<file path="config.mk">
export PLATFORM = sky130hd
export DESIGN_NAME = sld_top
export DESIGN_NICKNAME = d
export VERILOG_FILES = /design/src/sld_pkg.sv /design/src/sld_top.sv
export SDC_FILE = /design/constraint.sdc
export NUM_CORES = 1
export LEC_CHECK = 0
export BUFFER_PORTS_ARGS = -buffer_cell sky130_fd_sc_hd__buf_4
export CAP_MARGIN = 20
export CORE_ASPECT_RATIO = 0.75
export CORE_MARGIN = 5
export CORE_UTILIZATION = 34
export CTS_CLUSTER_SIZE = 14
export DETAILED_ROUTE_END_ITERATION = 10
export PLACE_DENSITY = 0.53
export SYNTH_ARGS = -nofsm -noshare
export SYNTH_HDL_FRONTEND = slang
export SYNTH_SLANG_ARGS = --single-unit
</file>
<file path="constraint.sdc">
create_clock -name CORE_CLK_IN -period 3.93 [get_ports CORE_CLK_IN]
set_clock_uncertainty 0.05 [all_clocks]
set_input_delay 0.1965 -clock CORE_CLK_IN [delete_from_list [all_inputs] [get_ports CORE_CLK_IN]]
set_output_delay 0.1965 -clock CORE_CLK_IN [all_outputs]
set_load 0.01 [all_outputs]
</file>
<file path="src/sld_pkg.sv">
// serial link dma slave: shared constants, codes, states and the state record
// ============================================================================
`default_nettype none
package sld_pkg;
   // ==================== timing
   localparam int unsigned CLK_HZ = 125_000_000; // core clock
   localparam int unsigned LINK_BAUD = 4_000_000; // link bit rate
   localparam int unsigned SMP_PER_BIT = 4; // samples per bit
   localparam int unsigned SMP_CYC = CLK_HZ / (LINK_BAUD * SMP_PER_BIT); // clocks per sample
   localparam int unsigned FRAME_BITS = 11; // start, 8 data, parity, stop
   localparam int unsigned TA1_NS = 8000; // turn-around before transmit
   localparam int unsigned TA2_NS = 7000; // turn-around after transmit
   localparam int unsigned TA1_CYC = (TA1_NS * (CLK_HZ / 1_000_000) + 999) / 1000;
   localparam int unsigned TA2_CYC = (TA2_NS * (CLK_HZ / 1_000_000) + 999) / 1000;
   localparam logic [2:0] SMP_LAST = 3'(SMP_CYC - 1); // divider wrap
   localparam logic [9:0] TA1_LOAD = 10'(TA1_CYC - 1); // delay counter loads
   localparam logic [9:0] TA2_LOAD = 10'(TA2_CYC - 1);
   localparam logic [5:0] PRE_LOAD = 6'(FRAME_BITS * SMP_PER_BIT - 1); // quiet byte, samples
   localparam logic [2:0] GAP_MAX = 3'h6; // idle samples allowed between bytes
   localparam logic [3:0] RX_BIT_PAR = 4'h8; // receive bit index of parity
   localparam logic [3:0] TX_BIT_PAR = 4'h8; // transmit bit index before parity
   localparam logic [3:0] TX_BIT_STOP = 4'hA; // transmit stop bit index
   localparam logic PAR_ODD = 1'b0; // parity sense, 0 = even
   localparam logic [8:0] LEN_ONE = 9'h001; // short transfer
   localparam logic [8:0] LEN_PAGE = 9'h100; // page transfer
   // ==================== side bus function codes
   typedef logic [3:0] sld_fs_t;
   typedef logic [7:0] sld_byte_t;
   localparam sld_fs_t FS_NONE = 4'h0;
   localparam sld_fs_t FS_WRITE = 4'h1;
   localparam sld_fs_t FS_ADDR_HI = 4'h2;
   localparam sld_fs_t FS_ADDR_LO = 4'h3;
   localparam sld_fs_t FS_STATUS = 4'h4;
   localparam sld_fs_t FS_READ = 4'h5;
   localparam sld_fs_t FS_RESTART = 4'h7;
   // ==================== link command codes
   localparam sld_byte_t CMD_STATUS = 8'h01;
   localparam sld_byte_t CMD_RESTART = 8'h02;
   localparam sld_byte_t CMD_WR1 = 8'h10;
   localparam sld_byte_t CMD_WR256 = 8'h11;
   localparam sld_byte_t CMD_RD1 = 8'h20;
   localparam sld_byte_t CMD_RD256 = 8'h21;
   // ==================== states
   typedef enum logic [2:0] {M_IDLE = 3'h0, M_ADDR_H = 3'h1, M_ADDR_L = 3'h3, M_DATA = 3'h2,
                             M_TA1 = 3'h6, M_TX = 3'h7, M_TA2 = 3'h5} sld_main_t;
   typedef enum logic [2:0] {D_IDLE = 3'h0, D_WAIT = 3'h1, D_ARB = 3'h3, D_AH = 3'h2,
                             D_AL = 3'h6, D_LINK = 3'h7, D_SEC = 3'h5} sld_dma_t;
   typedef enum logic [1:0] {T_OFF = 2'h0, T_PRE = 2'h1, T_SHIFT = 2'h3} sld_tx_t;
   // ==================== state record
   typedef struct packed {
      sld_main_t m; sld_dma_t d; sld_tx_t t;
      logic [2:0] div; // sample divider
      logic rx_act, rx_prev, rx_perr; // receiver
      logic [1:0] rx_ph; logic [3:0] rx_bit; logic [7:0] rx_sh; logic [2:0] gap;
      logic [7:0] cmd, wdata; logic [15:0] addr; logic link_pend;
      logic [8:0] dcnt, rd_left, tx_left; logic [9:0] tcnt; logic [5:0] pre;
      logic [1:0] tph; logic [3:0] tbit; logic [7:0] tsh; logic tpar, tmem, tsp, txl, txen;
      logic [1:0][9:0] fifo_mem; logic wp, rp; logic [1:0] fifo_cnt; // {mem, parity, data}
      logic st_want; logic [1:0] stph; logic rst_p, rx_err;
   } sld_state_t;
   // ==================== decoders
   function automatic logic is_write(input sld_byte_t c);
      return (c == CMD_WR1) || (c == CMD_WR256);
   endfunction
   function automatic logic is_read(input sld_byte_t c);
      return (c == CMD_RD1) || (c == CMD_RD256);
   endfunction
   function automatic logic [8:0] xfer_len(input sld_byte_t c);
      return ((c == CMD_WR256) || (c == CMD_RD256)) ? LEN_PAGE : LEN_ONE;
   endfunction
endpackage
`default_nettype wire

</file>
<file path="src/sld_top.sv">
// serial link dma slave: receiver, framed transmitter, turn-around, dma arbitration
`timescale 1ns/1ps
`default_nettype none
module sld_top (
   input wire logic CORE_CLK_IN,
   input wire logic RESETN_IN,
   input wire logic LINK_RX_LINE_IN,
   output logic LINK_TX_LINE_OUT,
   output logic LINK_TX_ENABLE_OUT,
   output sld_pkg::sld_fs_t FUNCTION_SELECT_LINES_OUT,
   input wire sld_pkg::sld_byte_t SIDE_PARALLEL_BUS_IN,
   output sld_pkg::sld_byte_t SIDE_PARALLEL_BUS_OUT,
   output logic SIDE_PARALLEL_BUS_OE_OUT,
   input wire logic SIDE_PARITY_IN,
   output logic BUS_REQ_OUT,
   input wire logic BUS_ACK_IN,
   output logic MEM_REQ_OUT,
   output logic MEM_WRITE_OUT,
   input wire logic DATA_VALID_IN,
   input wire logic SECONDARY_REQUESTER_ACCESS_REQ_IN,
   input wire logic SECONDARY_REQUESTER_ACCESS_WRITE_IN,
   output logic SECONDARY_REQUESTER_ACCESS_GRANT_OUT,
   output logic RECEIVE_ERROR_FLAG_OUT
);
   import sld_pkg::*;

   // ==================== state
   sld_state_t s_q; // registered state
   sld_state_t s_d; // next state
   logic smp, tick, rx_on, expect_b, byte_ok, rx_bad, push, pop, load; // per-cycle strobes
   logic [9:0] push_v; // entry entering the buffer
   logic [9:0] head_v; // entry leaving the buffer

   // ==================== next-state logic
   always_comb begin
      s_d = s_q;
      smp = (s_q.div == SMP_LAST);
      tick = smp && (s_q.tph == 2'h3);
      rx_on = (s_q.m == M_IDLE) || (s_q.m == M_ADDR_H) || (s_q.m == M_ADDR_L) || (s_q.m == M_DATA);
      expect_b = rx_on && (s_q.m != M_IDLE) && !((s_q.m == M_DATA) && (s_q.dcnt == 9'h000));
      byte_ok = 1'b0;
      rx_bad = 1'b0;
      push = 1'b0;
      pop = 1'b0;
      load = 1'b0;
      push_v = 10'h000;
      head_v = s_q.fifo_mem[s_q.rp];
      s_d.rst_p = 1'b0;
      // sample enable divider
      s_d.div = smp ? 3'h0 : s_q.div + 3'h1;
      // receiver, only while the start detector is enabled
      if (smp && rx_on) begin
         if (!s_q.rx_act) begin
            s_d.rx_prev = LINK_RX_LINE_IN;
            if (LINK_RX_LINE_IN && s_q.rx_prev) begin
               s_d.rx_act = 1'b1;
               s_d.rx_ph = 2'h0;
               s_d.rx_bit = 4'h0;
               s_d.gap = 3'h0;
               s_d.rx_prev = 1'b0;
            end else if (expect_b) begin
               // idle samples between bytes of one command
               if (s_q.gap == GAP_MAX) rx_bad = 1'b1;
               else s_d.gap = s_q.gap + 3'h1;
            end
         end else if (s_q.rx_ph != 2'h3) begin
            s_d.rx_ph = s_q.rx_ph + 2'h1;
         end else begin
            // bit centre
            s_d.rx_ph = 2'h0;
            s_d.rx_bit = s_q.rx_bit + 4'h1;
            if (s_q.rx_bit < RX_BIT_PAR) begin
               s_d.rx_sh = {s_q.rx_sh[6:0], LINK_RX_LINE_IN};
            end else if (s_q.rx_bit == RX_BIT_PAR) begin
               s_d.rx_perr = ((^s_q.rx_sh) ^ PAR_ODD) != LINK_RX_LINE_IN;
            end else begin
               // stop bit: byte complete
               s_d.rx_act = 1'b0;
               s_d.gap = 3'h0;
               byte_ok = !s_q.rx_perr;
               rx_bad = s_q.rx_perr;
            end
         end
      end
      // dma sequencer and arbiter
      unique case (s_q.d)
         D_IDLE: if (s_q.link_pend || SECONDARY_REQUESTER_ACCESS_REQ_IN) s_d.d = D_WAIT;
         D_WAIT: if (BUS_ACK_IN) s_d.d = D_ARB;
         D_ARB: begin
            // fixed priority, a running cycle is never cut short
            if (s_q.link_pend) s_d.d = D_AH;
            else if (SECONDARY_REQUESTER_ACCESS_REQ_IN) s_d.d = D_SEC;
            else s_d.d = D_IDLE;
         end
         D_AH: s_d.d = D_AL;
         D_AL: s_d.d = D_LINK;
         D_LINK: if (DATA_VALID_IN) begin
            s_d.link_pend = 1'b0;
            s_d.addr = s_q.addr + 16'h0001;
            s_d.d = D_ARB;
            if (is_read(s_q.cmd)) begin
               push = 1'b1;
               push_v = {1'b1, SIDE_PARITY_IN, SIDE_PARALLEL_BUS_IN};
               s_d.rd_left = s_q.rd_left - 9'h001;
            end
         end
         D_SEC: if (DATA_VALID_IN) s_d.d = D_ARB;
      endcase
      // transmitter
      if (s_q.t != T_OFF && smp) s_d.tph = s_q.tph + 2'h1;
      unique case (s_q.t)
         T_OFF: ;
         T_PRE: begin
            // quiet byte with enable on, status fetched meanwhile
            if (smp && s_q.pre != 6'h00) s_d.pre = s_q.pre - 6'h01;
            if (s_q.st_want) begin
               if (s_q.stph == 2'h2) begin
                  push = 1'b1;
                  push_v = {2'b00, SIDE_PARALLEL_BUS_IN};
                  s_d.st_want = 1'b0;
                  s_d.stph = 2'h0;
                  s_d.rx_err = 1'b0;
               end else begin
                  s_d.stph = s_q.stph + 2'h1;
               end
            end
            if (tick && s_q.pre == 6'h00 && s_q.fifo_cnt != 2'h0) load = 1'b1;
         end
         T_SHIFT: if (tick) begin
            if (s_q.tbit == TX_BIT_STOP) begin
               if (s_q.tx_left != 9'h000 && s_q.fifo_cnt != 2'h0) begin
                  load = 1'b1;
               end else if (s_q.tx_left != 9'h000) begin
                  s_d.t = T_PRE;
                  s_d.txl = 1'b0;
               end else begin
                  s_d.t = T_OFF;
                  s_d.txen = 1'b0;
                  s_d.m = M_TA2;
                  s_d.tcnt = TA2_LOAD;
               end
            end else begin
               s_d.tbit = s_q.tbit + 4'h1;
               if (s_q.tbit < TX_BIT_PAR) begin
                  s_d.txl = s_q.tsh[7];
                  s_d.tsh = {s_q.tsh[6:0], 1'b0};
                  s_d.tpar = s_q.tpar ^ s_q.tsh[7];
               end else if (s_q.tbit == TX_BIT_PAR) begin
                  s_d.txl = s_q.tmem ? s_q.tsp : s_q.tpar;
               end else begin
                  s_d.txl = 1'b0;
               end
            end
         end
      endcase
      // frame load from the buffer head, start bit goes out at once
      if (load) begin
         pop = 1'b1;
         s_d.tsh = head_v[7:0];
         s_d.tsp = head_v[8];
         s_d.tmem = head_v[9];
         s_d.tpar = PAR_ODD;
         s_d.tbit = 4'h0;
         s_d.txl = 1'b1;
         s_d.t = T_SHIFT;
         s_d.tx_left = s_q.tx_left - 9'h001;
      end
      // two-entry buffer between memory fetch and transmitter
      if (push) begin
         s_d.fifo_mem[s_q.wp] = push_v;
         s_d.wp = ~s_q.wp;
      end
      if (pop) s_d.rp = ~s_q.rp;
      s_d.fifo_cnt = s_q.fifo_cnt + {1'b0, push} - {1'b0, pop};
      // read-ahead, stalled while the buffer has no room
      if ((s_q.m == M_TA1 || s_q.m == M_TX) && s_q.rd_left != 9'h000 && !s_d.link_pend &&
          s_d.fifo_cnt != 2'h2 && !push) s_d.link_pend = 1'b1;
      // command sequencer
      unique case (s_q.m)
         M_IDLE: if (byte_ok) begin
            s_d.cmd = s_q.rx_sh;
            if (s_q.rx_sh == CMD_STATUS) begin
               s_d.tx_left = LEN_ONE;
               s_d.st_want = 1'b1;
               s_d.m = M_TA1;
               s_d.tcnt = TA1_LOAD;
            end else if (s_q.rx_sh == CMD_RESTART) begin
               s_d.rst_p = 1'b1;
            end else if (is_write(s_q.rx_sh) || is_read(s_q.rx_sh)) begin
               s_d.m = M_ADDR_H;
            end
         end
         M_ADDR_H: if (byte_ok) begin
            s_d.addr[15:8] = s_q.rx_sh;
            s_d.m = M_ADDR_L;
         end
         M_ADDR_L: if (byte_ok) begin
            s_d.addr[7:0] = s_q.rx_sh;
            if (is_write(s_q.cmd)) begin
               s_d.dcnt = xfer_len(s_q.cmd);
               s_d.m = M_DATA;
            end else begin
               s_d.rd_left = xfer_len(s_q.cmd);
               s_d.tx_left = xfer_len(s_q.cmd);
               s_d.m = M_TA1;
               s_d.tcnt = TA1_LOAD;
            end
         end
         M_DATA: begin
            if (byte_ok && s_d.link_pend) begin
               rx_bad = 1'b1; // previous byte still not in memory
            end else if (byte_ok) begin
               s_d.wdata = s_q.rx_sh;
               s_d.link_pend = 1'b1;
               s_d.dcnt = s_q.dcnt - 9'h001;
            end else if (s_q.dcnt == 9'h000 && !s_q.link_pend) begin
               s_d.m = M_IDLE;
            end
         end
         M_TA1: begin
            if (s_q.tcnt == 10'h000) begin
               s_d.m = M_TX;
               s_d.t = T_PRE;
               s_d.pre = PRE_LOAD;
               s_d.tph = 2'h0;
               s_d.txen = 1'b1;
               s_d.txl = 1'b0;
               // restart the sample grid so the quiet byte lasts a full frame
               s_d.div = 3'h0;
            end else begin
               s_d.tcnt = s_q.tcnt - 10'h001;
            end
         end
         M_TX: ;
         M_TA2: begin
            if (s_q.tcnt == 10'h000) begin
               s_d.m = M_IDLE;
               s_d.rx_prev = 1'b0;
            end else begin
               s_d.tcnt = s_q.tcnt - 10'h001;
            end
         end
      endcase
      // receive fault drops the command and sets the sticky flag
      if (rx_bad) begin
         s_d.rx_err = 1'b1;
         s_d.m = M_IDLE;
         s_d.rx_act = 1'b0;
         s_d.gap = 3'h0;
      end
   end

   // ==================== state register
   always_ff @(posedge CORE_CLK_IN or negedge RESETN_IN) begin
      if (!RESETN_IN) s_q <= '0;
      else s_q <= s_d;
   end

   // ==================== pins
   always_comb begin
      SIDE_PARALLEL_BUS_OUT = 8'h00;
      SIDE_PARALLEL_BUS_OE_OUT = 1'b0;
      if (s_q.d == D_AH) begin
         FUNCTION_SELECT_LINES_OUT = FS_ADDR_HI;
         SIDE_PARALLEL_BUS_OUT = s_q.addr[15:8];
         SIDE_PARALLEL_BUS_OE_OUT = 1'b1;
      end else if (s_q.d == D_AL) begin
         FUNCTION_SELECT_LINES_OUT = FS_ADDR_LO;
         SIDE_PARALLEL_BUS_OUT = s_q.addr[7:0];
         SIDE_PARALLEL_BUS_OE_OUT = 1'b1;
      end else if (s_q.d == D_LINK && is_write(s_q.cmd)) begin
         FUNCTION_SELECT_LINES_OUT = FS_WRITE;
         SIDE_PARALLEL_BUS_OUT = s_q.wdata;
         SIDE_PARALLEL_BUS_OE_OUT = 1'b1;
      end else if (s_q.d == D_LINK) begin
         FUNCTION_SELECT_LINES_OUT = FS_READ;
      end else if (s_q.stph != 2'h0) begin
         FUNCTION_SELECT_LINES_OUT = FS_STATUS;
      end else if (s_q.rst_p) begin
         FUNCTION_SELECT_LINES_OUT = FS_RESTART;
      end else begin
         FUNCTION_SELECT_LINES_OUT = FS_NONE;
      end
   end
   assign LINK_TX_LINE_OUT = s_q.txl;
   assign LINK_TX_ENABLE_OUT = s_q.txen;
   assign BUS_REQ_OUT = (s_q.d != D_IDLE);
   assign MEM_REQ_OUT = (s_q.d == D_LINK) || (s_q.d == D_SEC);
   assign MEM_WRITE_OUT = ((s_q.d == D_LINK) && is_write(s_q.cmd)) ||
                          ((s_q.d == D_SEC) && SECONDARY_REQUESTER_ACCESS_WRITE_IN);
   assign SECONDARY_REQUESTER_ACCESS_GRANT_OUT = (s_q.d == D_SEC);
   assign RECEIVE_ERROR_FLAG_OUT = s_q.rx_err;

   // ==================== checks
   logic [10:0] dwell_q; // cycles spent in the current main state
   always_ff @(posedge CORE_CLK_IN or negedge RESETN_IN) begin
      if (!RESETN_IN) dwell_q <= 11'h000;
      else dwell_q <= (s_q.m == s_d.m) ? dwell_q + 11'h001 : 11'h000;
   end
endmodule
`default_nettype wire

</file>
==> key figures <==
Setup path
  – Family with the most delay on the worst path: simple AND/OR/NAND/NOR gates
  – Slack of the worst reg-to-reg path: between 700 and 800 ps
  – Crit-path cells: inv_1 -> ha_1 -> or3b_2 -> nor4_1 -> o21ba_2 -> xnor2_1 -> ha_1 -> xnor2_1 -> nor2_1 -> a211oi_1 -> nand4_1 -> a311o_1 -> nand3_1
  – Capture point of the worst reg-to-reg path: s_q[91]$_DFF_PN0_
  – Depth of the critical timing path with buffers and inverters included: 13
  – Number of buffers and inverters on the critical path: 1
  – Worst EP required: ~4200 ps
  – Critical path capture point: s_q[91]$_DFF_PN0_
  – Worst setup path start: s_q[48]$_DFF_PN0_
  – CP Data Arrival Time: 3510 ps
  – Type of element launching the critical path: flop
  – Largest stage delay, worst path: between 400 and 500 ps
  – RR Startpoint: s_q[48]$_DFF_PN0_
  – Path type of the worst setup path: flop to flop
  – Worst reg-to-reg path cell count: 13
  – Max FO, Critical Path: 5
  – Setup crit end kind: flop
  – Crit-path slowest cell: or3b_2

STA
  – Setup violations, final: 0
  – Peak Freq: 0.3121 GHz
  – Number of slew-limit violations in the final report: 0
  – Final critical-path share of the clock period: 81.53%
  – Endpoints failing hold: 0
  – Summed negative setup slack over all endpoints: 0 ps
  – Setup slack of the critical path after layout: roughly 730 ps
  – Slew headroom: between 30% and 40%
  – Clock period minus worst slack: 3204 ps
  – Transition time of the tightest slew-check pin: around 930 ps
  – Unrepaired setup endpoints after global routing: no

Logic synthesis
  – Number of synthesis warnings: 0
  – Number of flops mapped to enable cells by yosys: 0
  – Synth cell types: 67
  – Netlist Area Pre-Place: 8278 um2
  – Post-synthesis async set-or-reset flop share: 100.0%
  – Count of mapped cells out of synthesis: 878
  – Syn_nets: 919
  – Mean area per synthesized cell: 9.428 um2
  – Top flip-flop cell by instance count after synthesis: dfrtp_1
  – Part of the Yosys area used for sequential elements: 46.86%
  – Number of synthesized register bits: 155

GRT
  – Largest net degree at the start of global routing: 80
  – Vias in the first global route: 6,009
  – Wire length of the first global-routing pass: 32,880 um
  – Final global-route overflow total: 0
  – GRT Overall Usage: 14.69%
  – Antenna violations before repair: 0

Clock tree
  – Post-CTS Setup Bufs: 0
  – Clock insertion delay at the later pin of the skew report: 430 ps
  – Cell at the root of the clock tree: clkbuf_16
  – Max H-tree Level: 4
  – Number of hold buffers added after cts: 9
  – Count of cells resized by post-cts repair: 0
  – Total clock buffers created by CTS: 17
  – TritonCTS clock tree: done
  – Clock transition at the registers of the reported paths: 70 ps
  – Number of clock sinks seen by CTS: 155
  – Max Buffers Root-to-Sink: 2

Floorplan
  – Die area: 27,600 um2
  – Top Ports: 36
  – Num rows: a little under 50
  – Starting utilization of the core area: 34.53%
  – Floorplan die height: 145.1 um
  – Chip width: 190.2 um
  – Area of the core region: about 24,000 um2

Layout
  – Most common cell after layout, fill and taps aside: dfrtp_1
  – Fillers: 2,381
  – Commonest non-fill, non-tap cells in the layout: 155 x dfrtp_1, 99 x nand2_1, 83 x o21ai_0
  – Ratio of cells with drive above 1 in the final layout: 13.44%
  – Total number of nets in the final design: 958
  – Area growth from synthesis to layout: 15.34%
  – Final core area utilization: 39.83%
  – Antenna fix cells: 0

Power and ir drop
  – Final Total Pwr: 3.982 mW
  – Worst vdd ir: around 0.00029 V
  – Leak Pwr: 4.211 nW
  – Power density normalized to cell area: about 420 nW/um2

Detailed routing
  – DRC violation count after routing: 0
  – WL/cell: 15.51 um
  – Via count: 6,370
  – Wire length after detailed routing: between 15,000 and 20,000 um
  – Total iterations of the first detailed-routing run: 4
  – Vias per inst: ~5.1
  – Antenna violation net count after detailed routing: 0
  – Iteration-0 DRC count of the detailed router: between 300 and 400

Placement
  – Post-Place Worst Slack: around 750 ps
  – Placer Congestion: about 0.8
  – PortBufs: 34
  – Final HPWL from detailed placement: around 14,000 um

Outcome
  – Outcome: complete, no violations

Min path
  – Type of the tightest min-delay check: input pin to flop

Flow run
  – # Max-Cap Violations: 0
[flip-flops by register name (all words and copies together), names as in the netlist]
register / cells
RECEIVE_ERROR_FLAG_OUT: 1
LINK_TX_LINE_OUT: 1
LINK_TX_ENABLE_OUT: 1
s_q: 152
[kinds of logic (layout without fill, tap and decap cells)]
group / after synthesis / in the layout / share of synthesized area [%]
xor gates and xnor gates: 53 / 53 / 5.608
and+or+nand+nor: 339 / 339 / 21.02
muxes: 43 / 43 / 5.487
DFF: 155 / 155 / 46.86
other: 1 / 1 / 0.04530
buffers and inverters: 73 / 125 / 3.506
AOI/OAI and AO/OA: 189 / 189 / 13.69
adders and majority gates: 25 / 25 / 3.779
[where the power goes]
part	leakage (nW)	internal, mW	switching, mW
logic	1.89	0.288	0.326
clock network	0.261	0.839	0.721
registers	2.06	1.68	0.125
total	4.21	2.81	1.17
[worst min path at each step]
stage,from,to,slack [ps],depth (start not counted)
after floorplan,RESETN_IN,LINK_TX_ENABLE_OUT$_DFF_PN0_,-150,0
after CTS,LINK_RX_LINE_IN,s_q[127]$_DFFE_PN0P_,3,2
final,LINK_RX_LINE_IN,s_q[127]$_DFFE_PN0P_,20,2
after global routing,LINK_RX_LINE_IN,s_q[127]$_DFFE_PN0P_,10,2
after detailed placement,RESETN_IN,LINK_TX_ENABLE_OUT$_DFF_PN0_,260,1
after global placement,RESETN_IN,s_q[47]$_DFF_PN0_,260,1
[synth_stat cells, drive strengths merged (19+ instances only)]
cell	number	area [um2]
inv	37	138.9
nor2	83	321.5
nand2	99	371.6
mux2i	24	240.2
dfrtp	155	3879
nand3	29	145.1
xnor2	28	245.2
o21ai	88	451.7
clkbuf	26	97.59
ha	25	312.8
mux2	19	214.0
a21oi	42	214.0
xor2	25	219.0
[worst reg2reg max path, delay by kind of cell (launching register included)]
| kind | cells | cell delay (ps) |
|---|---|---|
| AOI/OAI and AO/OA | 3 | 790 |
| and+or+nand+nor | 5 | 1130 |
| adders and majority gates | 2 | 370 |
| buffers and inverters | 1 | 90 |
| xor gates and xnor gates | 2 | 330 |
| DFF | 1 | 380 |
[per-stage QoR]
step / hold WS (ps) / instance area [um2] / std cells
2_1_floorplan: -149.1 / 8278 / 878
3_3_place_gp: 260.5 / 8894 / 1219
3_5_place_dp: 256.4 / 8894 / 1219
4_1_cts: 3.271 / 9533 / 1260
5_1_grt: 10.70 / 9548 / 1261
6_report: 23.33 / 9548 / 1261
[area by class of cell]
class,count,area (um2),area share [%]
multi-input cells,650,4113,43.07
flip-flops and latches,155,3879,40.62
repair buffers,56,454.2,4.757
clock buffers,19,442.9,4.639
well taps,331,414.1,4.338
inverters,37,138.9,1.455
clock inverters,13,106.4,1.114
[metal layers]
metal  track usage (%)  wire, um
met2             19.13      7653
met1             24.18     10750
met4             3.374       210
met5                 0         0
met3             3.338       949
Note: power is estimated with default switching activity, not from simulation.
